[src/logic/iep_pkg.sv]
package iep_pkg;

	// Register indices; one aligned word each, so the byte address is four times the index
	localparam logic [7:0] IDX_PRIO_HIGH_STD = 8'hb7;
	localparam logic [7:0] IDX_PRIO_LOW_STD = 8'hb8;
	localparam logic [7:0] IDX_GLOBAL_CTRL = 8'hc0;
	localparam logic [7:0] IDX_STD_ENABLES = 8'hc4;
	localparam logic [7:0] IDX_SERVICE_STATUS = 8'hcc;
	localparam logic [7:0] IDX_PRIO_HIGH_T2 = 8'hd0;
	localparam logic [7:0] IDX_T2_ENABLES = 8'he8;
	localparam logic [7:0] IDX_PRIO_LOW_T2 = 8'hf8;

	// Byte addresses on APB; narrow data in bits 7:0, the rest reads zero
	localparam logic [9:0] ADDR_PRIO_HIGH_STD = {IDX_PRIO_HIGH_STD, 2'b00};
	localparam logic [9:0] ADDR_PRIO_LOW_STD = {IDX_PRIO_LOW_STD, 2'b00};
	localparam logic [9:0] ADDR_GLOBAL_CTRL = {IDX_GLOBAL_CTRL, 2'b00};
	localparam logic [9:0] ADDR_STD_ENABLES = {IDX_STD_ENABLES, 2'b00};
	localparam logic [9:0] ADDR_SERVICE_STATUS = {IDX_SERVICE_STATUS, 2'b00};
	localparam logic [9:0] ADDR_PRIO_HIGH_T2 = {IDX_PRIO_HIGH_T2, 2'b00};
	localparam logic [9:0] ADDR_T2_ENABLES = {IDX_T2_ENABLES, 2'b00};
	localparam logic [9:0] ADDR_PRIO_LOW_T2 = {IDX_PRIO_LOW_T2, 2'b00};

	localparam logic [7:0] RESET_BYTE = 8'h00;
	localparam logic [7:0] STD_USED_MASK = 8'h7f;
	localparam int GLOBAL_EN_BIT = 0;
	localparam int NUM_SRC = 15;
	localparam int NUM_LEVEL = 4;

	// Source index order: 0..6 standard (bit positions), 7..14 timer two bits 0..7
	localparam int T2_BASE = 7;
	localparam logic [3:0] SRC_NONE = 4'hf;

	typedef struct packed {
		logic [7:0] std_low;
		logic [7:0] std_high;
		logic [7:0] t2_low;
		logic [7:0] t2_high;
		logic [7:0] std_en;
		logic [7:0] t2_en;
		logic global_en;
	} iep_regs_t;

	typedef enum logic [1:0] {
		IEP_IDLE,
		IEP_ACCESS
	} iep_bus_state_t;

endpackage

[src/logic/iep_interrupt_enable_priority_regs.sv]
`timescale 1ns/1ps
// Notes on behaviour
// - Each per-source enable bit blocks its request at 0 and lets it be accepted at 1.
// - Bit 7 of the timer two enable register gates the shared timer two overflow request.
// - Timer two enable bits 6..4 gate compare 2..0 and bits 3..0 gate capture 3..0.
// - Standard priority low/high registers hold converter, serial 1, serial 0, timer 1, ext 1, timer 0, ext 0 in bits 6..0, bit 7 unused.
// - Timer two priority low bit 7 sets overflow priority and bits 6..4 compare 2..0.
// - Timer two priority low bits 3..0 set capture 3..0 priority low bits.
// - Each source level is {high,low}: 00 level 0 lowest up to 11 level 3 highest.
// - The global enable overrides all: cleared accepts nothing, set accepts enabled sources.
// - A request preempts only service of a strictly lower level; otherwise it waits.
module iep_interrupt_enable_priority_regs (
	input wire logic CLK,
	input wire logic ARST_N,
	input wire logic PSEL,
	input wire logic PENABLE,
	input wire logic PWRITE,
	input wire logic [9:0] PADDR,
	input wire logic [31:0] PWDATA,
	output logic [31:0] PRDATA,
	output logic PREADY,
	output logic PSLVERR,
	input wire logic [14:0] IRQ_FLAGS,
	input wire logic IRQ_ACK,
	input wire logic IRQ_RETURN,
	output logic IRQ_REQ,
	output logic [3:0] IRQ_SRC,
	output logic [1:0] IRQ_LEVEL,
	output logic [3:0] IN_SERVICE
);

	iep_pkg::iep_regs_t regs, next_regs;
	iep_pkg::iep_bus_state_t bus_state, next_bus_state;
	logic [31:0] next_prdata;
	logic next_pslverr;
	logic [3:0] in_service, next_in_service;
	logic [3:0] irq_src, next_irq_src;
	logic [1:0] irq_level, next_irq_level;
	logic irq_req, next_irq_req;
	logic [14:0] enabled;
	logic [1:0] src_level [15];
	logic [3:0] best_src;
	logic [1:0] best_level;
	logic mapped;

	// Level of a source from its high and low priority bits
	function automatic logic [1:0] level_of(input logic high_bit, input logic low_bit);
		return {high_bit, low_bit};
	endfunction

	// Bit pickers for the checks; they index with the current source, not a delayed one
	function automatic logic bit_at(input logic [7:0] v, input logic [2:0] idx);
		return v[idx];
	endfunction

	function automatic logic flag_at(input logic [14:0] v, input logic [3:0] idx);
		return v[idx];
	endfunction

	// Highest level currently in service, or -1 style flag via valid bit
	function automatic logic [2:0] top_service(input logic [3:0] srv);
		logic [2:0] res;
		res = 3'b000;
		for (int i = 0; i < iep_pkg::NUM_LEVEL; i++) begin
			if (srv[i]) begin
				res = {1'b1, 2'(i)};
			end
		end
		return res;
	endfunction

	always_comb begin
		for (int i = 0; i < iep_pkg::T2_BASE; i++) begin
			enabled[i] = IRQ_FLAGS[i] & regs.std_en[i] & regs.global_en;
			src_level[i] = level_of(regs.std_high[i], regs.std_low[i]);
		end
		for (int j = 0; j < 8; j++) begin
			// Bit 7 overflow, 6..4 compare, 3..0 capture
			enabled[iep_pkg::T2_BASE + j] = IRQ_FLAGS[iep_pkg::T2_BASE + j]
				& regs.t2_en[j] & regs.global_en;
			src_level[iep_pkg::T2_BASE + j] = level_of(regs.t2_high[j], regs.t2_low[j]);
		end
	end

	// Lowest index wins inside a level; the documented in-level poll order is left to the core
	always_comb begin
		best_src = iep_pkg::SRC_NONE;
		best_level = 2'b00;
		for (int i = 0; i < iep_pkg::NUM_SRC; i++) begin
			if (enabled[i] && (best_src == iep_pkg::SRC_NONE || src_level[i] > best_level)) begin
				best_src = 4'(i);
				best_level = src_level[i];
			end
		end
	end

	always_comb begin
		logic [2:0] top;
		top = top_service(in_service);
		next_in_service = in_service;
		if (IRQ_RETURN && top[2]) begin
			next_in_service[top[1:0]] = 1'b0;
		end
		if (IRQ_ACK && irq_req) begin
			next_in_service[irq_level] = 1'b1;
		end
		next_irq_src = best_src;
		next_irq_level = best_level;
		// Preempt only a strictly lower level; equal waits for the return
		next_irq_req = (best_src != iep_pkg::SRC_NONE)
			&& (!top[2] || best_level > top[1:0]) && !(IRQ_ACK && irq_req);
	end

	always_comb begin
		case (PADDR)
			iep_pkg::ADDR_PRIO_HIGH_STD, iep_pkg::ADDR_PRIO_LOW_STD, iep_pkg::ADDR_GLOBAL_CTRL,
			iep_pkg::ADDR_STD_ENABLES, iep_pkg::ADDR_SERVICE_STATUS, iep_pkg::ADDR_PRIO_HIGH_T2,
			iep_pkg::ADDR_T2_ENABLES, iep_pkg::ADDR_PRIO_LOW_T2: mapped = 1'b1;
			default: mapped = 1'b0;
		endcase
	end

	always_comb begin
		next_regs = regs;
		next_prdata = PRDATA;
		next_pslverr = 1'b0;
		next_bus_state = iep_pkg::IEP_IDLE;
		case (bus_state)
			iep_pkg::IEP_IDLE: begin
				if (PSEL && !PENABLE) begin
					next_bus_state = iep_pkg::IEP_ACCESS;
					next_pslverr = !mapped;
					next_prdata = 32'h0000_0000;
					case (PADDR)
						iep_pkg::ADDR_PRIO_HIGH_STD: next_prdata[7:0] = regs.std_high;
						iep_pkg::ADDR_PRIO_LOW_STD: next_prdata[7:0] = regs.std_low;
						iep_pkg::ADDR_GLOBAL_CTRL: next_prdata[0] = regs.global_en;
						iep_pkg::ADDR_STD_ENABLES: next_prdata[7:0] = regs.std_en;
						iep_pkg::ADDR_SERVICE_STATUS: next_prdata[3:0] = in_service;
						iep_pkg::ADDR_PRIO_HIGH_T2: next_prdata[7:0] = regs.t2_high;
						iep_pkg::ADDR_T2_ENABLES: next_prdata[7:0] = regs.t2_en;
						iep_pkg::ADDR_PRIO_LOW_T2: next_prdata[7:0] = regs.t2_low;
						default: next_prdata = 32'h0000_0000;
					endcase
				end
			end
			iep_pkg::IEP_ACCESS: begin
				next_pslverr = PSLVERR;
				if (PWRITE) begin
					case (PADDR)
						iep_pkg::ADDR_PRIO_HIGH_STD: next_regs.std_high = PWDATA[7:0] & iep_pkg::STD_USED_MASK;
						iep_pkg::ADDR_PRIO_LOW_STD: next_regs.std_low = PWDATA[7:0] & iep_pkg::STD_USED_MASK;
						iep_pkg::ADDR_GLOBAL_CTRL: next_regs.global_en = PWDATA[iep_pkg::GLOBAL_EN_BIT];
						iep_pkg::ADDR_STD_ENABLES: next_regs.std_en = PWDATA[7:0] & iep_pkg::STD_USED_MASK;
						iep_pkg::ADDR_PRIO_HIGH_T2: next_regs.t2_high = PWDATA[7:0];
						iep_pkg::ADDR_T2_ENABLES: next_regs.t2_en = PWDATA[7:0];
						iep_pkg::ADDR_PRIO_LOW_T2: next_regs.t2_low = PWDATA[7:0];
						default: next_regs = regs;
					endcase
				end
			end
			default: next_bus_state = iep_pkg::IEP_IDLE;
		endcase
	end

	// Access phase always completes in one cycle
	assign PREADY = (bus_state == iep_pkg::IEP_ACCESS);

	always_ff @(posedge CLK or negedge ARST_N) begin
		if (!ARST_N) begin
			regs <= '0;
			bus_state <= iep_pkg::IEP_IDLE;
			PRDATA <= 32'h0000_0000;
			PSLVERR <= 1'b0;
			in_service <= 4'h0;
			irq_src <= iep_pkg::SRC_NONE;
			irq_level <= 2'h0;
			irq_req <= 1'b0;
		end else begin
			regs <= next_regs;
			bus_state <= next_bus_state;
			PRDATA <= next_prdata;
			PSLVERR <= next_pslverr;
			in_service <= next_in_service;
			irq_src <= next_irq_src;
			irq_level <= next_irq_level;
			irq_req <= next_irq_req;
		end
	end

	assign IRQ_REQ = irq_req;
	assign IRQ_SRC = irq_src;
	assign IRQ_LEVEL = irq_level;
	assign IN_SERVICE = in_service;

	chk_global_blocks: assert property (@(posedge CLK) disable iff (!ARST_N)
		!regs.global_en |=> !irq_req) else $error("request with global enable clear");
	chk_enable_gates: assert property (@(posedge CLK) disable iff (!ARST_N)
		irq_req |-> flag_at($past(enabled), irq_src)) else $error("request from disabled source");
	chk_t2_overflow_gate: assert property (@(posedge CLK) disable iff (!ARST_N)
		(irq_req && irq_src == 4'he) |-> $past(regs.t2_en[7])) else $error("overflow not gated");
	chk_level_map: assert property (@(posedge CLK) disable iff (!ARST_N)
		(irq_req && irq_src < 4'h7) |-> irq_level == {bit_at($past(regs.std_high), irq_src[2:0]),
		bit_at($past(regs.std_low), irq_src[2:0])}) else $error("level mismatch");
	chk_preempt_strict: assert property (@(posedge CLK) disable iff (!ARST_N)
		(irq_req && $past(top_service(in_service) >= 3'b100))
		|-> irq_level > $past(top_service(in_service) & 3'b011)) else $error("preempted equal level");
	chk_std_bit7_zero: assert property (@(posedge CLK) disable iff (!ARST_N)
		!regs.std_low[7] && !regs.std_high[7] && !regs.std_en[7]) else $error("unused bit set");
	chk_t2_high_write: assert property (@(posedge CLK) disable iff (!ARST_N)
		(bus_state == iep_pkg::IEP_ACCESS && PWRITE && PADDR == iep_pkg::ADDR_PRIO_HIGH_T2)
		|=> regs.t2_high == $past(PWDATA[7:0])) else $error("t2 high not written");
	chk_t2_low_write: assert property (@(posedge CLK) disable iff (!ARST_N)
		(bus_state == iep_pkg::IEP_ACCESS && PWRITE && PADDR == iep_pkg::ADDR_PRIO_LOW_T2)
		|=> regs.t2_low == $past(PWDATA[7:0])) else $error("t2 low not written");
	chk_t2_en_write: assert property (@(posedge CLK) disable iff (!ARST_N)
		(bus_state == iep_pkg::IEP_ACCESS && PWRITE && PADDR == iep_pkg::ADDR_T2_ENABLES)
		|=> regs.t2_en == $past(PWDATA[7:0])) else $error("t2 enables not written");

	// Source gating and level mapping, judged against the registers one edge back
	chk_req_has_flag: assert property (@(posedge CLK) disable iff (!ARST_N)
		irq_req
		|-> flag_at($past(IRQ_FLAGS), irq_src))
		else $error("request without pending flag");
	chk_none_no_req: assert property (@(posedge CLK) disable iff (!ARST_N)
		irq_src == iep_pkg::SRC_NONE
		|-> !irq_req)
		else $error("request with no source");
	chk_std_gate: assert property (@(posedge CLK) disable iff (!ARST_N)
		(irq_req && irq_src < 4'h7)
		|-> bit_at($past(regs.std_en), irq_src[2:0]))
		else $error("standard source not enabled");
	chk_t2_gate: assert property (@(posedge CLK) disable iff (!ARST_N)
		(irq_req && irq_src >= 4'h7 && irq_src != iep_pkg::SRC_NONE)
		|-> bit_at($past(regs.t2_en), 3'(irq_src - 4'h7)))
		else $error("timer two source not enabled");
	chk_t2_level_map: assert property (@(posedge CLK) disable iff (!ARST_N)
		(irq_req && irq_src >= 4'h7 && irq_src != iep_pkg::SRC_NONE)
		|-> irq_level == {bit_at($past(regs.t2_high), 3'(irq_src - 4'h7)),
		bit_at($past(regs.t2_low), 3'(irq_src - 4'h7))})
		else $error("timer two level mismatch");

	// Nesting bookkeeping with the core
	chk_ack_drops_req: assert property (@(posedge CLK) disable iff (!ARST_N)
		(IRQ_ACK && irq_req)
		|=> !irq_req)
		else $error("request held after ack");
	chk_ack_marks_level: assert property (@(posedge CLK) disable iff (!ARST_N)
		(IRQ_ACK && irq_req)
		|=> in_service[$past(irq_level)])
		else $error("accepted level not in service");
	chk_return_clears: assert property (@(posedge CLK) disable iff (!ARST_N)
		(IRQ_RETURN && !IRQ_ACK && in_service != 4'h0)
		|=> $countones(in_service) == $past($countones(in_service)) - 1)
		else $error("return did not end one level");

	// Register writes and the bus answer
	chk_global_write: assert property (@(posedge CLK) disable iff (!ARST_N)
		(bus_state == iep_pkg::IEP_ACCESS && PWRITE && PADDR == iep_pkg::ADDR_GLOBAL_CTRL)
		|=> regs.global_en == $past(PWDATA[iep_pkg::GLOBAL_EN_BIT]))
		else $error("global enable not written");
	chk_std_en_write: assert property (@(posedge CLK) disable iff (!ARST_N)
		(bus_state == iep_pkg::IEP_ACCESS && PWRITE && PADDR == iep_pkg::ADDR_STD_ENABLES)
		|=> regs.std_en == ($past(PWDATA[7:0]) & iep_pkg::STD_USED_MASK))
		else $error("standard enables not written");
	chk_std_low_write: assert property (@(posedge CLK) disable iff (!ARST_N)
		(bus_state == iep_pkg::IEP_ACCESS && PWRITE && PADDR == iep_pkg::ADDR_PRIO_LOW_STD)
		|=> regs.std_low == ($past(PWDATA[7:0]) & iep_pkg::STD_USED_MASK))
		else $error("standard low bits not written");
	chk_std_high_write: assert property (@(posedge CLK) disable iff (!ARST_N)
		(bus_state == iep_pkg::IEP_ACCESS && PWRITE && PADDR == iep_pkg::ADDR_PRIO_HIGH_STD)
		|=> regs.std_high == ($past(PWDATA[7:0]) & iep_pkg::STD_USED_MASK))
		else $error("standard high bits not written");
	// A refused access must leave every enable and priority untouched
	chk_bad_addr_kept: assert property (@(posedge CLK) disable iff (!ARST_N)
		(PREADY && PSLVERR)
		|=> regs == $past(regs))
		else $error("unmapped access changed a register");
	chk_upper_zero: assert property (@(posedge CLK) disable iff (!ARST_N)
		(PREADY && !PWRITE)
		|-> PRDATA[31:8] == 24'h000000)
		else $error("upper read data not zero");
	chk_ready_after_setup: assert property (@(posedge CLK) disable iff (!ARST_N)
		(bus_state == iep_pkg::IEP_IDLE && PSEL && !PENABLE)
		|=> PREADY)
		else $error("no ready after setup");

	cov_request: cover property (@(posedge CLK) disable iff (!ARST_N) irq_req);
	cov_preempt: cover property (@(posedge CLK) disable iff (!ARST_N)
		IRQ_ACK && irq_req && in_service != 4'h0);
	cov_nest_return: cover property (@(posedge CLK) disable iff (!ARST_N)
		IRQ_RETURN && $countones(in_service) > 1);
	cov_bad_addr: cover property (@(posedge CLK) disable iff (!ARST_N) PREADY && PSLVERR);
	cov_equal_wait: cover property (@(posedge CLK) disable iff (!ARST_N)
		!irq_req && best_src != iep_pkg::SRC_NONE && in_service != 4'h0);

endmodule

[config.mk]
export PLATFORM = sky130hd
export DESIGN_NAME = iep_interrupt_enable_priority_regs
export DESIGN_NICKNAME = d
export VERILOG_FILES = /design/src/logic/iep_pkg.sv /design/src/logic/iep_interrupt_enable_priority_regs.sv
export SDC_FILE = /design/constraint.sdc
export NUM_CORES = 1
export LEC_CHECK = 0
export ABC_AREA = 1
export BUFFER_PORTS_ARGS = -buffer_cell sky130_fd_sc_hd__buf_4
export CAP_MARGIN = 20
export CORE_ASPECT_RATIO = 1.75
export CORE_MARGIN = 1.5
export CORE_UTILIZATION = 40
export CTS_CLUSTER_SIZE = 28
export DETAILED_ROUTE_END_ITERATION = 10
export SYNTH_ARGS = -nofsm -noshare
export SYNTH_HDL_FRONTEND = slang
export SYNTH_SLANG_ARGS = --single-unit
[constraint.sdc]
create_clock -name CLK -period 19.5 [get_ports CLK]
set_input_delay 0.975 -clock CLK [delete_from_list [all_inputs] [get_ports CLK]]
set_output_delay 0.975 -clock CLK [all_outputs]
set_load 0.05 [all_outputs]
==> flow_summary_export.csv <==
group,metric,value,unit
sta,skew,7.36,ps
cts,htreeDepth,3,
synthesis,synthAdderAreaFrac,6.10,%
detailed_routing,antenna_left,0,
job,maxCapViolations,0,
worst_setup_path,r2r_end,"IRQ_REQ",
worst_hold_path,worstHoldStart,"PRDATA[1]",
worst_setup_path,end_kind,"flip-flop",
sta,finalHoldViolations,0,
outcome,violations,"DRC",
die,core-area,11500,µm²
layout,drive_gt1_share,19.6,%
sta,rsz0062_at_grt,"no",
synthesis,ys_seq_area_share,35.7,%
worst_setup_path,r2r_cells,104,
sta,min_period,16110,ps
placement,numPortBuffers,60,
detailed_routing,firstDrtPassIters,9,
sta,final_max_slew_viol_count,0,
detailed_routing,wirelength,13200,µm
power_and_ir_drop,power,0.359,mW
worst_setup_path,crit_buf_inv,7,
detailed_routing,viasPerCell,5.27,
global_route,antenna_found_initial,0,
die,initial_core_util,40.9,%
synthesis,synth_compound_area_share,14.8,%
cts,clk_pin_slew,60,ps
sta,finalWorstSetupSlack,3390,ps
worst_setup_path,cpPeakStageDelay,770,ps
worst_hold_path,min_to,"PRDATA[1]",
placement,dp_slack,3200,ps
die,dieArea,12500,µm²
global_route,grt_first_pass_wirelength,21100,µm
power_and_ir_drop,cellPowerDensity,65.0,nW/µm²
cts,hold_buffers,0,
worst_setup_path,worstSetupPathType,"reg2reg",
cts,root_buffer,"clkbuf_16",
synthesis,yosysWarnings,0,
synthesis,synth.top_cells.by_area,"dfrtp_1, nand2_1, o21ai_0, inv_1, ha_1",
cts,cts_tree,"done",
synthesis,syn_area,4720,µm²
synthesis,yosys.area.top_type_share,33.4,%
worst_hold_path,whs_path_depth,2,
cts,clk_latency,340,ps
die,fp.dieH,147,µm
synthesis,synthSimpleGateAreaFrac,31.0,%
synthesis,avgSynthCellArea,7.36,µm²
power_and_ir_drop,ir_drop,0.0472,mV
synthesis,synthCells,641,
worst_setup_path,cpMaxStageDelayCell,"dfrtp_1",
sta,fin_crit_sh,82.6,%
sta,relSlewSlack,41.5,%
sta,finalSetupTns,0,ps
worst_setup_path,r2r_setup_slack,3390,ps
layout,final_nets,790,
worst_setup_path,worstPathRequired,19730,ps
cts,post_cts_resized,0,
synthesis,muxShareOfSynthArea,0.212,%
die,rows,52,
sta,finalSetupViolCount,0,
synthesis,yosysTopAreaCell,"dfrtp_1",
worst_hold_path,min_path_type,"reg2reg",
cts,numCtsBuffers,9,
cts,cts_sinks,67,
worst_setup_path,crit_path_start_kind,"flip-flop",
outcome,status,"finished with violations",
layout,area_growth,17.1,%
placement,dp_hpwl,10600,µm
layout,fillers,1178,
cts,ctsLongestPathBuffers,2,
synthesis,yosys_register_bits,67,
global_route,grtUsageTotal,21.9,%
cts,post_cts_buffers,0,
worst_setup_path,rr_startpoint,"regs[0]",
detailed_routing,wl_per_cell,15.7,µm
worst_setup_path,crit_family,"simple AND/OR/NAND/NOR gates",
layout,diodes,0,
die,fp.dieW,85.1,µm
detailed_routing,drc,8,
worst_setup_path,cpMostUsedCell,"o21ai_0",
global_route,grt_max_degree,68,
synthesis,synth_cell_types,43,
synthesis,synth_xor_area_share,0,%
detailed_routing,via_count,4445,
sta,max_freq,62.1,MHz
sta,worst_pin_slew,877,ps
synthesis,synth_top_family_by_area,"simple AND/OR/NAND/NOR gates",
power_and_ir_drop,leakagePower,2.70,nW
worst_setup_path,crit_arrival,16350,ps
worst_setup_path,cp_max_fo,12,
detailed_routing,drtIter0Drc,268,
global_route,grt-ovfl-total,0,
die,io_pins,109,
placement,globalplace.congestion,0.931,
global_route,grt_pass1_vias,4357,
-- metal layers --
metal / vias up / GRT usage, % / part of all wire, %
li1: 2188 / - / -
met1: 2101 / 22.6 / 37
met2: 128 / 42.5 / 56
met3: 28 / 3.62 / 4.3
met4: 0 / 8.93 / 3.1
met5: - / 0 / 0
-- worst register-to-register path, delay by kind of cell, from the launching register on --
family,cells,cell delay [ps]
simple gates,57,5300
buf+inv,7,390
flops,1,770
fa+ha+maj,15,4420
compound gates,25,5110
-- cell usage in the layout (no fill, tap or decap), types with 2 or more instances in the layout --
master	Yosys	routed
o21ai_1	3	3
inv_2	7	7
nand3_2	15	15
o2111ai_1	2	2
nor2_1	46	46
o22ai_1	11	11
o21ai_0	80	80
conb_1	1	24
clkinv_1	2	2
bufinv_16	0	2
dfrtp_1	63	63
clkinv_2	1	2
nand3_1	31	31
nor3_1	7	7
inv_1	82	82
a21oi_1	6	6
nand2_4	10	10
clkinvlp_4	0	2
a21boi_0	2	2
buf_4	24	60
and2_1	2	2
clkbuf_16	0	9
a221oi_1	7	7
nand2_1	159	159
nand2_2	19	19
nand4_1	8	8
dfstp_2	4	4
nor4_1	3	3
ha_1	23	23
-- layout make-up --
type | count | area [µm²] | area share, %
Clock buffer | 10 | 229 | 4.15
Clock inverter | 6 | 88.8 | 1.61
Inverter | 93 | 353 | 6.39
Multi-Input combinational cell | 472 | 2550 | 46.2
Sequential cell | 67 | 1680 | 30.5
Tap cell | 135 | 169 | 3.06
Timing Repair Buffer | 60 | 450 | 8.16
-- how the worst max path moves through the flow --
| stage | startpoint | end | depth (start not counted) |
|---|---|---|---|
| 6_report | regs[0] | IRQ_REQ | 104 |
| 3_5_place_dp | IRQ_FLAGS[0] | IRQ_REQ | 105 |
| 4_1_cts | regs[0] | IRQ_REQ | 104 |
| 5_1_grt | regs[0] | IRQ_REQ | 104 |
| 3_3_place_gp | IRQ_FLAGS[0] | IRQ_REQ | 105 |
| 2_1_floorplan | IRQ_FLAGS[0] | IRQ_REQ | 107 |
-- cells in the mapped netlist, drive strengths merged --
| cell type | count |
|---|---|
| a21boi | 2 |
| a21oi | 7 |
| a221o | 1 |
| a221oi | 7 |
| a22o | 1 |
| a22oi | 1 |
| a32o | 1 |
| and2 | 2 |
| buf | 25 |
| clkbuf | 7 |
| clkinv | 3 |
| conb | 1 |
| dfrtp | 63 |
| dfstp | 4 |
| ha | 23 |
| inv | 90 |
| mux2i | 1 |
| nand2 | 188 |
| nand3 | 46 |
| nand4 | 9 |
| nor2 | 47 |
| nor3 | 8 |
| nor4 | 3 |
| o2111ai | 2 |
| o21ai | 84 |
| o21bai | 1 |
| o221ai | 1 |
| o22ai | 11 |
| o31ai | 1 |
| or2 | 1 |
-- state kept, by name, summed over array words and instances (netlist names) --
name,flops
PSLVERR,1
regs,46
IRQ_SRC,4
bus_state,1
IRQ_REQ,1
IN_SERVICE,4
IRQ_LEVEL,2
PRDATA,8
-- logic make-up (layout without fill, tap and decap cells) --
group / after synthesis / count (layout)
DFF: 67 / 67
other: 1 / 24
adders and majority gates: 23 / 23
AOI/OAI and AO/OA: 120 / 120
muxes: 1 / 1
and+or+nand+nor: 304 / 304
buffers and inverters: 125 / 169
-- report_power, final --
group,total (mW),internal [mW],leakage [nW],switching [mW]
clock,0.177,0.112,0.149,0.0647
sequential,0.143,0.141,0.909,0.00151
combinational,0.0392,0.0104,1.65,0.0288
-- through the flow --
step	area [µm²]	util [%]	hold slack (ps)	instances
detailed placement	5200	45.2	473	827
floorplan	4800	-	453	664
global placement	5200	45.2	466	827
finish	5520	47.9	482	843
CTS	5520	47.9	490	843
global route	5520	47.9	511	843
(Power assumes the default switching activity.)
